===== config.mk =====
export PLATFORM = sky130hd
export DESIGN_NAME = zero_speed_edge_tracker
export DESIGN_NICKNAME = d
export VERILOG_FILES = /design/src/shared/speed_tracker_pkg.sv /design/src/hw/gain_offset_stage.sv /design/src/hw/zero_speed_edge_tracker.sv
export SDC_FILE = /design/constraint.sdc
export NUM_CORES = 1
export LEC_CHECK = 0
export BUFFER_PORTS_ARGS = -buffer_cell sky130_fd_sc_hd__buf_2
export CORE_MARGIN = 2
export CORE_UTILIZATION = 44
export CTS_CLUSTER_SIZE = 30
export DETAILED_ROUTE_END_ITERATION = 10
export PLACE_DENSITY_LB_ADDON = 0.3
export SYNTH_ARGS = -nofsm -noshare
export SYNTH_HDL_FRONTEND = slang
export SYNTH_HIERARCHICAL = 1
export SYNTH_SLANG_ARGS = --single-unit

===== constraint.sdc =====
create_clock -name sys_clk_i -period 11.8 [get_ports sys_clk_i]
set_input_delay 2.95 -clock sys_clk_i [delete_from_list [all_inputs] [get_ports sys_clk_i]]
set_output_delay 2.95 -clock sys_clk_i [all_outputs]
set_load 0.05 [all_outputs]

===== src/shared/speed_tracker_pkg.sv =====
package speed_tracker_pkg;

   // Datapath widths.
   localparam int SAMPLE_W = 12;
   localparam int GAIN_W   = 8;
   localparam int SPAN_W   = SAMPLE_W + 1;

   // Gain is unsigned fixed point with GAIN_FRAC fraction bits.
   localparam int                GAIN_FRAC  = 4;
   localparam logic [GAIN_W-1:0] GAIN_RESET = 8'h10;
   localparam logic [GAIN_W-1:0] GAIN_MIN   = 8'h01;
   localparam logic [GAIN_W-1:0] GAIN_MAX   = 8'hff;

   // Timing: the clock period and the power-up interval in ns.
   localparam int CLK_PERIOD_NS   = 20;
   localparam int POWERUP_TIME_NS = 20000;
   localparam int POWERUP_CYCLES  =
      (POWERUP_TIME_NS + CLK_PERIOD_NS - 1) / CLK_PERIOD_NS;
   localparam int WDOG_TIME_MS    = 500;
   localparam int WDOG_CYCLES_DFLT = WDOG_TIME_MS * (1000000 / CLK_PERIOD_NS);

   // Number of high peaks used for the initial gain calibration.
   localparam int CAL_PEAKS = 3;

   // Amplitude levels in processed-signal counts.
   localparam logic [SPAN_W-1:0] START_HYS_DFLT = 13'h0c0;
   localparam logic [SPAN_W-1:0] LOCKOUT_DFLT   = 13'h100;
   localparam logic [SPAN_W-1:0] AGC_TARGET     = 13'h600;
   localparam logic [SPAN_W-1:0] AGC_HIGH       = 13'he00;

   // Largest inward step of a tracked peak per signal edge.
   localparam logic [SPAN_W-1:0] INWARD_STEP = 13'h040;
   // Switchpoints sit at the midpoint plus or minus span >> HYST_SHIFT.
   localparam int HYST_SHIFT = 3;
   // Offset correction ignores midpoint errors inside this band.
   localparam logic signed [SPAN_W-1:0] OFS_DEADBAND = 13'sh008;

   typedef logic signed [SAMPLE_W-1:0] sample_t;

   typedef struct packed {
      sample_t high;
      sample_t low;
   } peak_pair_s;

   typedef struct packed {
      sample_t operate_threshold;
      sample_t release_threshold;
   } switchpoints_s;

   typedef enum {
      ST_POWERUP,
      ST_START,
      ST_CAL,
      ST_RUN
   } mode_e;

endpackage


===== src/hw/gain_offset_stage.sv =====
`timescale 1ns/1ps
module gain_offset_stage
   import speed_tracker_pkg::*;
(
   input  wire logic              sys_clk_i,
   input  wire logic              rst_i,
   input  wire logic              sample_valid_i,
   input  wire sample_t           field_sample_i,
   input  wire logic [GAIN_W-1:0] gain_i,
   input  wire peak_pair_s        peaks_i,
   input  wire logic              peak_update_i,
   output logic                   processed_valid_o,
   output sample_t                processed_differential_signal_o
);

   localparam int PROD_W = SPAN_W + GAIN_W + 1;
   localparam logic signed [PROD_W-1:0] SAT_HI =
      PROD_W'(2 ** (SAMPLE_W - 1) - 1);
   localparam logic signed [PROD_W-1:0] SAT_LO = -(SAT_HI + 1);

   sample_t                    offset_q;
   logic signed [SPAN_W-1:0]   diff;
   logic signed [PROD_W-1:0]   prod;
   logic signed [PROD_W-1:0]   scaled;
   logic signed [SPAN_W-1:0]   mid;

   always_comb begin
      diff   = SPAN_W'(field_sample_i) - SPAN_W'(offset_q);
      prod   = PROD_W'(diff) * $signed({1'b0, gain_i});
      scaled = prod >>> GAIN_FRAC;
      mid    = (SPAN_W'(peaks_i.high) + SPAN_W'(peaks_i.low)) >>> 1;
   end

   // The offset moves one count per peak update, so a noisy peak cannot
   // pull the baseline far; the cost is slow settling of large offsets.
   always_ff @(posedge sys_clk_i) begin
      if (rst_i) begin
         offset_q <= '0;
      end else if (peak_update_i) begin
         if (mid > OFS_DEADBAND && offset_q != {1'b0, {(SAMPLE_W-1){1'b1}}})
         begin
            offset_q <= offset_q + sample_t'(1);
         end else if (mid < -OFS_DEADBAND &&
                      offset_q != {1'b1, {(SAMPLE_W-1){1'b0}}}) begin
            offset_q <= offset_q - sample_t'(1);
         end
      end
   end

   always_ff @(posedge sys_clk_i) begin
      if (rst_i) begin
         processed_valid_o               <= 1'b0;
         processed_differential_signal_o <= '0;
      end else begin
         processed_valid_o <= sample_valid_i;
         if (sample_valid_i) begin
            if (scaled > SAT_HI) begin
               processed_differential_signal_o <= SAT_HI[SAMPLE_W-1:0];
            end else if (scaled < SAT_LO) begin
               processed_differential_signal_o <= SAT_LO[SAMPLE_W-1:0];
            end else begin
               processed_differential_signal_o <= scaled[SAMPLE_W-1:0];
            end
         end
      end
   end

endmodule


===== src/hw/zero_speed_edge_tracker.sv =====
`timescale 1ns/1ps
// Notes on behaviour
// - Signal rising through the operate threshold drives the output low.
// - Signal falling to the release threshold drives the output high.
// - Thresholds follow tracked peaks; peaks move inward only a bounded step.
// - Each threshold comes from the peaks found at the last two edges.
// - Output stays in the high current state through the power-up interval.
// - Calibration on the first features, then running mode; accuracy may drop.
// - Gain calibration uses the first three high peaks at rising output edges; after a high-side start the first is at a falling edge.
// - No switchpoints until peak-to-peak exceeds the start hysteresis level.
// - Start threshold is operate when rising high, release when falling low.
// - Start hysteresis is checked only until the first threshold is set.
// - High-side start enables switching without toggling the high output.
// - High-side start: next release crossing drives the output low.
// - Low-side start at release drives the output low at once.
// - Undervoltage forces the output high regardless of the field.
// - Power-on gain is set from the measured peak-to-peak amplitude.
// - Running mode lowers gain gradually when the amplitude grows sharply.
// - Offset cancellation runs at each peak update, from the start threshold on; not in power-up.
// - Running mode blanks switching while the amplitude is below lockout.
// - A watchdog fully resets the logic when edge detection stops.
module zero_speed_edge_tracker
   import speed_tracker_pkg::*;
#(
   parameter int                WDOG_CYCLES     = WDOG_CYCLES_DFLT,
   parameter logic [SPAN_W-1:0] START_HYS_LEVEL = START_HYS_DFLT,
   parameter logic [SPAN_W-1:0] LOCKOUT_LEVEL   = LOCKOUT_DFLT
)
(
   input  wire logic              sys_clk_i,
   input  wire logic              rst_i,
   input  wire logic              sample_valid_i,
   input  wire sample_t           field_sample_i,
   input  wire logic              undervoltage_i,
   output logic                   high_current_output_state_o,
   output logic                   running_mode_o,
   output logic                   lockout_o,
   output logic [GAIN_W-1:0]      gain_o,
   output switchpoints_s          switchpoints_o
);

   localparam logic [15:0] PU_LAST = 16'(POWERUP_CYCLES - 1);
   localparam logic [31:0] WD_LAST = 32'(WDOG_CYCLES - 1);
   localparam logic [1:0]  CAL_LAST = 2'(CAL_PEAKS - 1);

   mode_e               mode_q;
   logic                wd_fire_q;
   logic                soft_rst;
   logic [15:0]         pu_cnt_q;
   logic [31:0]         wd_cnt_q;
   logic [1:0]          cal_cnt_q;
   logic [GAIN_W-1:0]   gain_q;
   peak_pair_s          peaks_q;
   sample_t             run_max_q;
   sample_t             run_min_q;
   logic                seek_rise_q;
   logic                first_fall_q;
   logic                out_low_q;
   logic                lockout_q;
   logic                peak_upd_q;
   logic                proc_valid;
   sample_t             proc;
   sample_t             new_max;
   sample_t             new_min;
   logic [SPAN_W-1:0]   start_span;
   logic [SPAN_W-1:0]   amp;
   logic                rise_edge;
   logic                fall_edge;
   logic                tracking;
   switchpoints_s       sw;
   sample_t             lim_high;
   sample_t             lim_low;
   logic signed [SPAN_W-1:0] span_s;
   logic signed [SPAN_W-1:0] mid_s;
   logic signed [SPAN_W-1:0] hys_s;

   // A watchdog expiry acts exactly like the external reset.
   assign soft_rst = rst_i | wd_fire_q;

   gain_offset_stage u_stage (
      .sys_clk_i                       (sys_clk_i),
      .rst_i                           (soft_rst),
      .sample_valid_i                  (sample_valid_i),
      .field_sample_i                  (field_sample_i),
      .gain_i                          (gain_q),
      .peaks_i                         (peaks_q),
      .peak_update_i                   (peak_upd_q),
      .processed_valid_o               (proc_valid),
      .processed_differential_signal_o (proc)
   );

   // Limit how far a freshly captured peak may pull inward.
   function automatic sample_t limit_inward(input sample_t old_pk,
                                            input sample_t new_pk,
                                            input logic    is_high);
      logic signed [SPAN_W-1:0] bound;
      bound = '0;
      if (is_high) begin
         bound = SPAN_W'(old_pk) - $signed(INWARD_STEP);
         if (SPAN_W'(new_pk) < bound) begin
            return bound[SAMPLE_W-1:0];
         end
      end else begin
         bound = SPAN_W'(old_pk) + $signed(INWARD_STEP);
         if (SPAN_W'(new_pk) > bound) begin
            return bound[SAMPLE_W-1:0];
         end
      end
      return new_pk;
   endfunction

   always_comb begin
      new_max    = (proc > run_max_q) ? proc : run_max_q;
      new_min    = (proc < run_min_q) ? proc : run_min_q;
      start_span = SPAN_W'(new_max) - SPAN_W'(new_min);
      tracking   = (mode_q == ST_CAL) || (mode_q == ST_RUN);
      rise_edge  = tracking && proc_valid && seek_rise_q &&
                   (proc > sw.operate_threshold);
      fall_edge  = tracking && proc_valid && !seek_rise_q &&
                   (proc < sw.release_threshold);
      lim_high   = limit_inward(peaks_q.high, run_max_q, 1'b1);
      lim_low    = limit_inward(peaks_q.low, run_min_q, 1'b0);
      amp        = fall_edge ? SPAN_W'(lim_high) - SPAN_W'(peaks_q.low)
                             : SPAN_W'(peaks_q.high) - SPAN_W'(lim_low);
   end

   // Switchpoints from the two most recent peaks: a midpoint with a
   // span-proportional hysteresis, so they scale with air gap.
   always_comb begin
      span_s = SPAN_W'(peaks_q.high) - SPAN_W'(peaks_q.low);
      mid_s  = SPAN_W'(peaks_q.low) + (span_s >>> 1);
      hys_s  = span_s >>> HYST_SHIFT;
      sw.operate_threshold = SAMPLE_W'(mid_s + hys_s);
      sw.release_threshold = SAMPLE_W'(mid_s - hys_s);
   end

   // Mode sequencing: power-up, start hysteresis, calibration, running.
   always_ff @(posedge sys_clk_i) begin
      if (soft_rst) begin
         mode_q <= ST_POWERUP;
      end else begin
         case (mode_q)
            ST_POWERUP: begin
               if (pu_cnt_q == PU_LAST) begin
                  mode_q <= ST_START;
               end
            end
            ST_START: begin
               if (proc_valid && start_span > START_HYS_LEVEL) begin
                  mode_q <= ST_CAL;
               end
            end
            ST_CAL: begin
               if (fall_edge && cal_cnt_q == CAL_LAST) begin
                  mode_q <= ST_RUN;
               end
            end
            ST_RUN: begin
               mode_q <= ST_RUN;
            end
            default: begin
               mode_q <= ST_POWERUP;
            end
         endcase
      end
   end

   always_ff @(posedge sys_clk_i) begin
      if (soft_rst) begin
         pu_cnt_q <= '0;
      end else if (mode_q == ST_POWERUP && pu_cnt_q != PU_LAST) begin
         pu_cnt_q <= pu_cnt_q + 16'h0001;
      end
   end

   // Watchdog: counts while edges are expected and restarts on each edge.
   always_ff @(posedge sys_clk_i) begin
      if (soft_rst) begin
         wd_cnt_q  <= '0;
         wd_fire_q <= 1'b0;
      end else if (!tracking || rise_edge || fall_edge) begin
         wd_cnt_q <= '0;
      end else if (wd_cnt_q == WD_LAST) begin
         wd_fire_q <= 1'b1;
      end else begin
         wd_cnt_q <= wd_cnt_q + 32'h0000_0001;
      end
   end

   // Running extremes since the last edge; in start mode since power-up.
   always_ff @(posedge sys_clk_i) begin
      if (soft_rst) begin
         run_max_q <= {1'b1, {(SAMPLE_W-1){1'b0}}};
         run_min_q <= {1'b0, {(SAMPLE_W-1){1'b1}}};
      end else if (rise_edge || fall_edge ||
                   (mode_q == ST_START && proc_valid &&
                    start_span > START_HYS_LEVEL)) begin
         run_max_q <= proc;
         run_min_q <= proc;
      end else if (proc_valid && mode_q != ST_POWERUP) begin
         run_max_q <= new_max;
         run_min_q <= new_min;
      end
   end

   // Peak capture and edge direction.
   always_ff @(posedge sys_clk_i) begin
      if (soft_rst) begin
         peaks_q      <= '0;
         seek_rise_q  <= 1'b0;
         first_fall_q <= 1'b0;
         peak_upd_q   <= 1'b0;
      end else begin
         peak_upd_q <= 1'b0;
         if (mode_q == ST_START && proc_valid &&
             start_span > START_HYS_LEVEL) begin
            peaks_q.high <= new_max;
            peaks_q.low  <= new_min;
            peak_upd_q   <= 1'b1;
            if (proc >= new_max) begin
               // Rising on the high side: operate is passed already.
               seek_rise_q  <= 1'b0;
               first_fall_q <= 1'b1;
            end else begin
               seek_rise_q  <= 1'b1;
            end
         end else if (rise_edge) begin
            peaks_q.low  <= lim_low;
            seek_rise_q  <= 1'b0;
            peak_upd_q   <= 1'b1;
         end else if (fall_edge) begin
            peaks_q.high <= lim_high;
            seek_rise_q  <= 1'b1;
            first_fall_q <= 1'b0;
            peak_upd_q   <= 1'b1;
         end
      end
   end

   // Gain: set during calibration, then only stepped down in running mode.
   always_ff @(posedge sys_clk_i) begin
      if (soft_rst) begin
         gain_q    <= GAIN_RESET;
         cal_cnt_q <= '0;
      end else if (fall_edge) begin
         if (mode_q == ST_CAL) begin
            cal_cnt_q <= cal_cnt_q + 2'b01;
            if (amp < (AGC_TARGET >> 1) && gain_q <= (GAIN_MAX >> 1)) begin
               gain_q <= gain_q << 1;
            end else if (amp < AGC_TARGET && gain_q != GAIN_MAX) begin
               gain_q <= gain_q + 8'h01;
            end else if (amp > AGC_HIGH && gain_q > (GAIN_MIN << 1)) begin
               gain_q <= gain_q >> 1;
            end
         end else if (mode_q == ST_RUN && amp > AGC_HIGH &&
                      gain_q > GAIN_MIN) begin
            // One count per high peak keeps the adjustment gradual.
            gain_q <= gain_q - 8'h01;
         end
      end
   end

   // Vibration lockout is judged once per edge in running mode.
   always_ff @(posedge sys_clk_i) begin
      if (soft_rst) begin
         lockout_q <= 1'b0;
      end else if (mode_q == ST_RUN && (rise_edge || fall_edge)) begin
         lockout_q <= (amp < LOCKOUT_LEVEL);
      end else if (mode_q != ST_RUN) begin
         lockout_q <= 1'b0;
      end
   end

   // Logical output state; true means the low current state.
   always_ff @(posedge sys_clk_i) begin
      if (soft_rst) begin
         out_low_q <= 1'b0;
      end else if (mode_q == ST_START && proc_valid &&
                   start_span > START_HYS_LEVEL) begin
         out_low_q <= (proc < new_max);
      end else if (rise_edge && !lockout_q) begin
         out_low_q <= 1'b1;
      end else if (fall_edge && first_fall_q) begin
         out_low_q <= 1'b1;
      end else if (fall_edge && !lockout_q) begin
         out_low_q <= 1'b0;
      end
   end

   // Registered pins. Undervoltage overrides everything, even mid-frame.
   always_ff @(posedge sys_clk_i) begin
      if (rst_i) begin
         high_current_output_state_o <= 1'b1;
      end else if (undervoltage_i || wd_fire_q) begin
         high_current_output_state_o <= 1'b1;
      end else if (mode_q == ST_POWERUP) begin
         high_current_output_state_o <= 1'b1;
      end else begin
         high_current_output_state_o <= !out_low_q;
      end
   end

   always_ff @(posedge sys_clk_i) begin
      if (soft_rst) begin
         running_mode_o <= 1'b0;
         lockout_o      <= 1'b0;
         gain_o         <= GAIN_RESET;
         switchpoints_o <= '0;
      end else begin
         running_mode_o <= (mode_q == ST_RUN);
         lockout_o      <= lockout_q;
         gain_o         <= gain_q;
         switchpoints_o <= sw;
      end
   end

endmodule


==> out/qor.csv <==
metric;value;unit
synth_area_leaders;dfxtp_1, ha_1, fa_1, inv_1, nor2_1;
max-cap-violations;0;
die_w;213;µm
crit_arrival;10.66;ns
drcViolationCount;0;
die_h;213;µm
async_reset_ff_share;0;%
yosysTopAreaCell;dfxtp_1;
firstDrtPassIters;5;
dieArea;0.0454;mm²
max_stage_delay;0.55;ns
syn_inst;2381;
netlist_top_cells_count;inv_1, ha_1, nor2_1;
synth_top_area_share;18.0;%
num_vias;17100;
antenna_found_initial;0;
dp_hpwl;40600;µm
drive_above_1_share;6.39;%
layout_setup_ws;1.44;ns
clk_latency;0.46;ns
finalClockSkew;0.0222;ns
tns;0;ns
rows;76;
ir_worst_vdd;0.104;mV
cts_max_level;4;
setup_viol;0;
cts_tree;yes;
grt_overflow;0;
synth.most_common_cell;inv_1;
root_buffer;clkbuf_16;
syn_area;0.0192;mm²
required;12.10;ns
pre_cts_slack;1.15;ns
ctsHoldBuffers;0;
slew_violations;0;
cts_sinks;173;
postCtsResizedCells;0;
syn_area_per_cell;8.08;µm²
fillers;4170;
cts_setup_buffers;0;
syn_to_final_growth;7.52;%
hold_viol;0;
end_kind;register;
worst_slew_pin_slew;1.28;ns
ys_seq_elements;173;
start_util;44.7;%
syn-num-nets;2737;
grt_pass1_vias;16700;
finalPower;1.47;mW
maxSlewHeadroom;14.1;%
cpMostUsedCell;fa_1;
seq_area_frac_synth;18.0;%
grtUsageTotal;23.3;%
layout.nets;2753;
clk_pin_slew_worst_paths;0.07;ns
synthFlopType;dfxtp_1;
portBuffers;50;
io_pins;51;
wire_per_inst;17.4;µm
core;0.0431;mm²
startpoint_type;input port;
fmax;96.5;MHz
diodes;0;
p_leak;9.04;nW
slowest_stage;fa_1;
fin_crit_sh;87.8;%
dr.first_iter.drc_count;1245;
rsz0062_at_grt;false;
crit_type;input port to register;
gp_congestion;0.924;
synth_warnings;6;
routed_via_density;5.72;
period_minus_slack;10.36;ns
status;finished clean;
synth_edf_count;0;
p_per_area;71.1;mW/mm²
cts_buffers;17;
cts_buffer_depth;2;
ant_nets;0;
finalWirelength;52100;µm
synth_cell_types;97;
grt_pass1_wl;84800;µm
crit_fanout;8;
hold_class;register to register;
grt_max_degree;61;
==> flip-flops by register name, summed over array words and instances, names as in the netlist, 2 cells and up <==
register and flops:
run_min_q 12, u_stage/offset_q 12, run_max_q 12, cal_cnt_q 2, gain_o 8, peaks_q 24, switchpoints_o 23, mode_q 2
u_stage/processed_differential_signal_o 12, pu_cnt_q 16, gain_q 8, wd_cnt_q 32
==> worst paths after layout <==
path / startpoint / end / slack (ns) / depth (start not counted)
setup / recovery: field_sample_i[0] / u_stage/processed_differential_signal_o[5] / 1.44 / 29
setup reg to reg: peaks_q[13] / gain_q[1] / 3.33 / 31
hold / removal: pu_cnt_q[7] / pu_cnt_q[7] / 0.49 / 2
hold reg to reg: pu_cnt_q[7] / pu_cnt_q[7] / 0.49 / 2
==> cell usage in the layout (no fill, tap or decap), drive strengths merged, types with 8 or more instances in the layout <==
| cell type | synthesis | layout |
|---|---|---|
| a211oi | 27 | 27 |
| and4 | 9 | 9 |
| a21boi | 12 | 12 |
| nor2 | 216 | 216 |
| dfxtp | 173 | 173 |
| fa | 94 | 94 |
| mux2 | 18 | 18 |
| ha | 246 | 246 |
| buf | 17 | 65 |
| a2bb2oi | 15 | 15 |
| o22a | 8 | 8 |
| or2 | 10 | 10 |
| nor2b | 39 | 39 |
| o311a | 8 | 8 |
| o21bai | 11 | 11 |
| xnor2 | 82 | 82 |
| or3 | 13 | 13 |
| nand2b | 31 | 31 |
| o31ai | 13 | 13 |
| o21a | 21 | 21 |
| nand4 | 37 | 37 |
| nand2 | 185 | 185 |
| nand3 | 80 | 80 |
| and3 | 39 | 39 |
| nor3 | 37 | 37 |
| clkbuf | 51 | 17 |
| o211a | 9 | 9 |
| a2111oi | 9 | 9 |
| a31oi | 11 | 11 |
| mux2i | 63 | 63 |
| o211ai | 14 | 14 |
| o21ai | 85 | 85 |
| xor2 | 52 | 52 |
| a21oi | 132 | 132 |
| and2 | 57 | 57 |
| a211o | 17 | 17 |
| nor4 | 19 | 19 |
| a21o | 34 | 34 |
| inv | 284 | 292 |
==> logic make-up after synthesis <==
logic type               count (synthesis)  share of synthesized area (%)
AO/OA/AOI/OAI                          494                           17.8
XOR/XNOR                               134                           6.10
adder cells (fa/ha/maj)                340                           25.8
buffers and inverters                  353                           7.05
flip-flops                             173                           18.0
multiplexers                            82                           4.47
AND/OR/NAND/NOR                        805                           20.9
==> through the flow <==
step	instances	cell area, µm²	util (%)	hold slack, ns
after CTS	2995	20700	48.0	0.502
after floorplan	2381	19200	-	0.459
after global routing	2995	20700	48.0	0.521
after detailed placement	2963	20100	46.6	0.486
after global placement	2963	20100	46.6	0.481
final	2995	20700	48.0	0.495
==> routing by layer <==
metal / GRT usage (%) / vias to the layer above / wire length [µm]
met5: 0 / - / 0
met4: 8.43 / 0 / 1550
met3: 2.82 / 93 / 2460
met2: 39.9 / 444 / 24600
met1: 30.2 / 8241 / 23500
li1: - / 8346 / -
==> critical path, delay by kind of cell <==
family / cells / cell delay (ns)
fa+ha+maj: 7 / 2.96
simple gates: 5 / 1.21
xor+xnor: 1 / 0.54
compound gates: 12 / 2.78
buf+inv: 4 / 0.21
==> report_power, final <==
group          switching (mW)  internal [mW]  total (mW)
Clock                   0.289          0.307       0.596
Sequential             0.0200          0.588       0.608
Combinational           0.159          0.108       0.267
Total                   0.468           1.00        1.47
==> layout make-up <==
cell class	instances	area [µm²]	area share (%)
Clock inverter	15	190	0.919
Timing Repair Buffer	65	363	1.75
Tap cell	585	732	3.54
Clock buffer	17	425	2.06
Multi-Input combinational cell	1855	14400	69.8
Inverter	285	1070	5.18
Sequential cell	173	3460	16.7
Note: power is estimated with default switching activity, not from simulation.
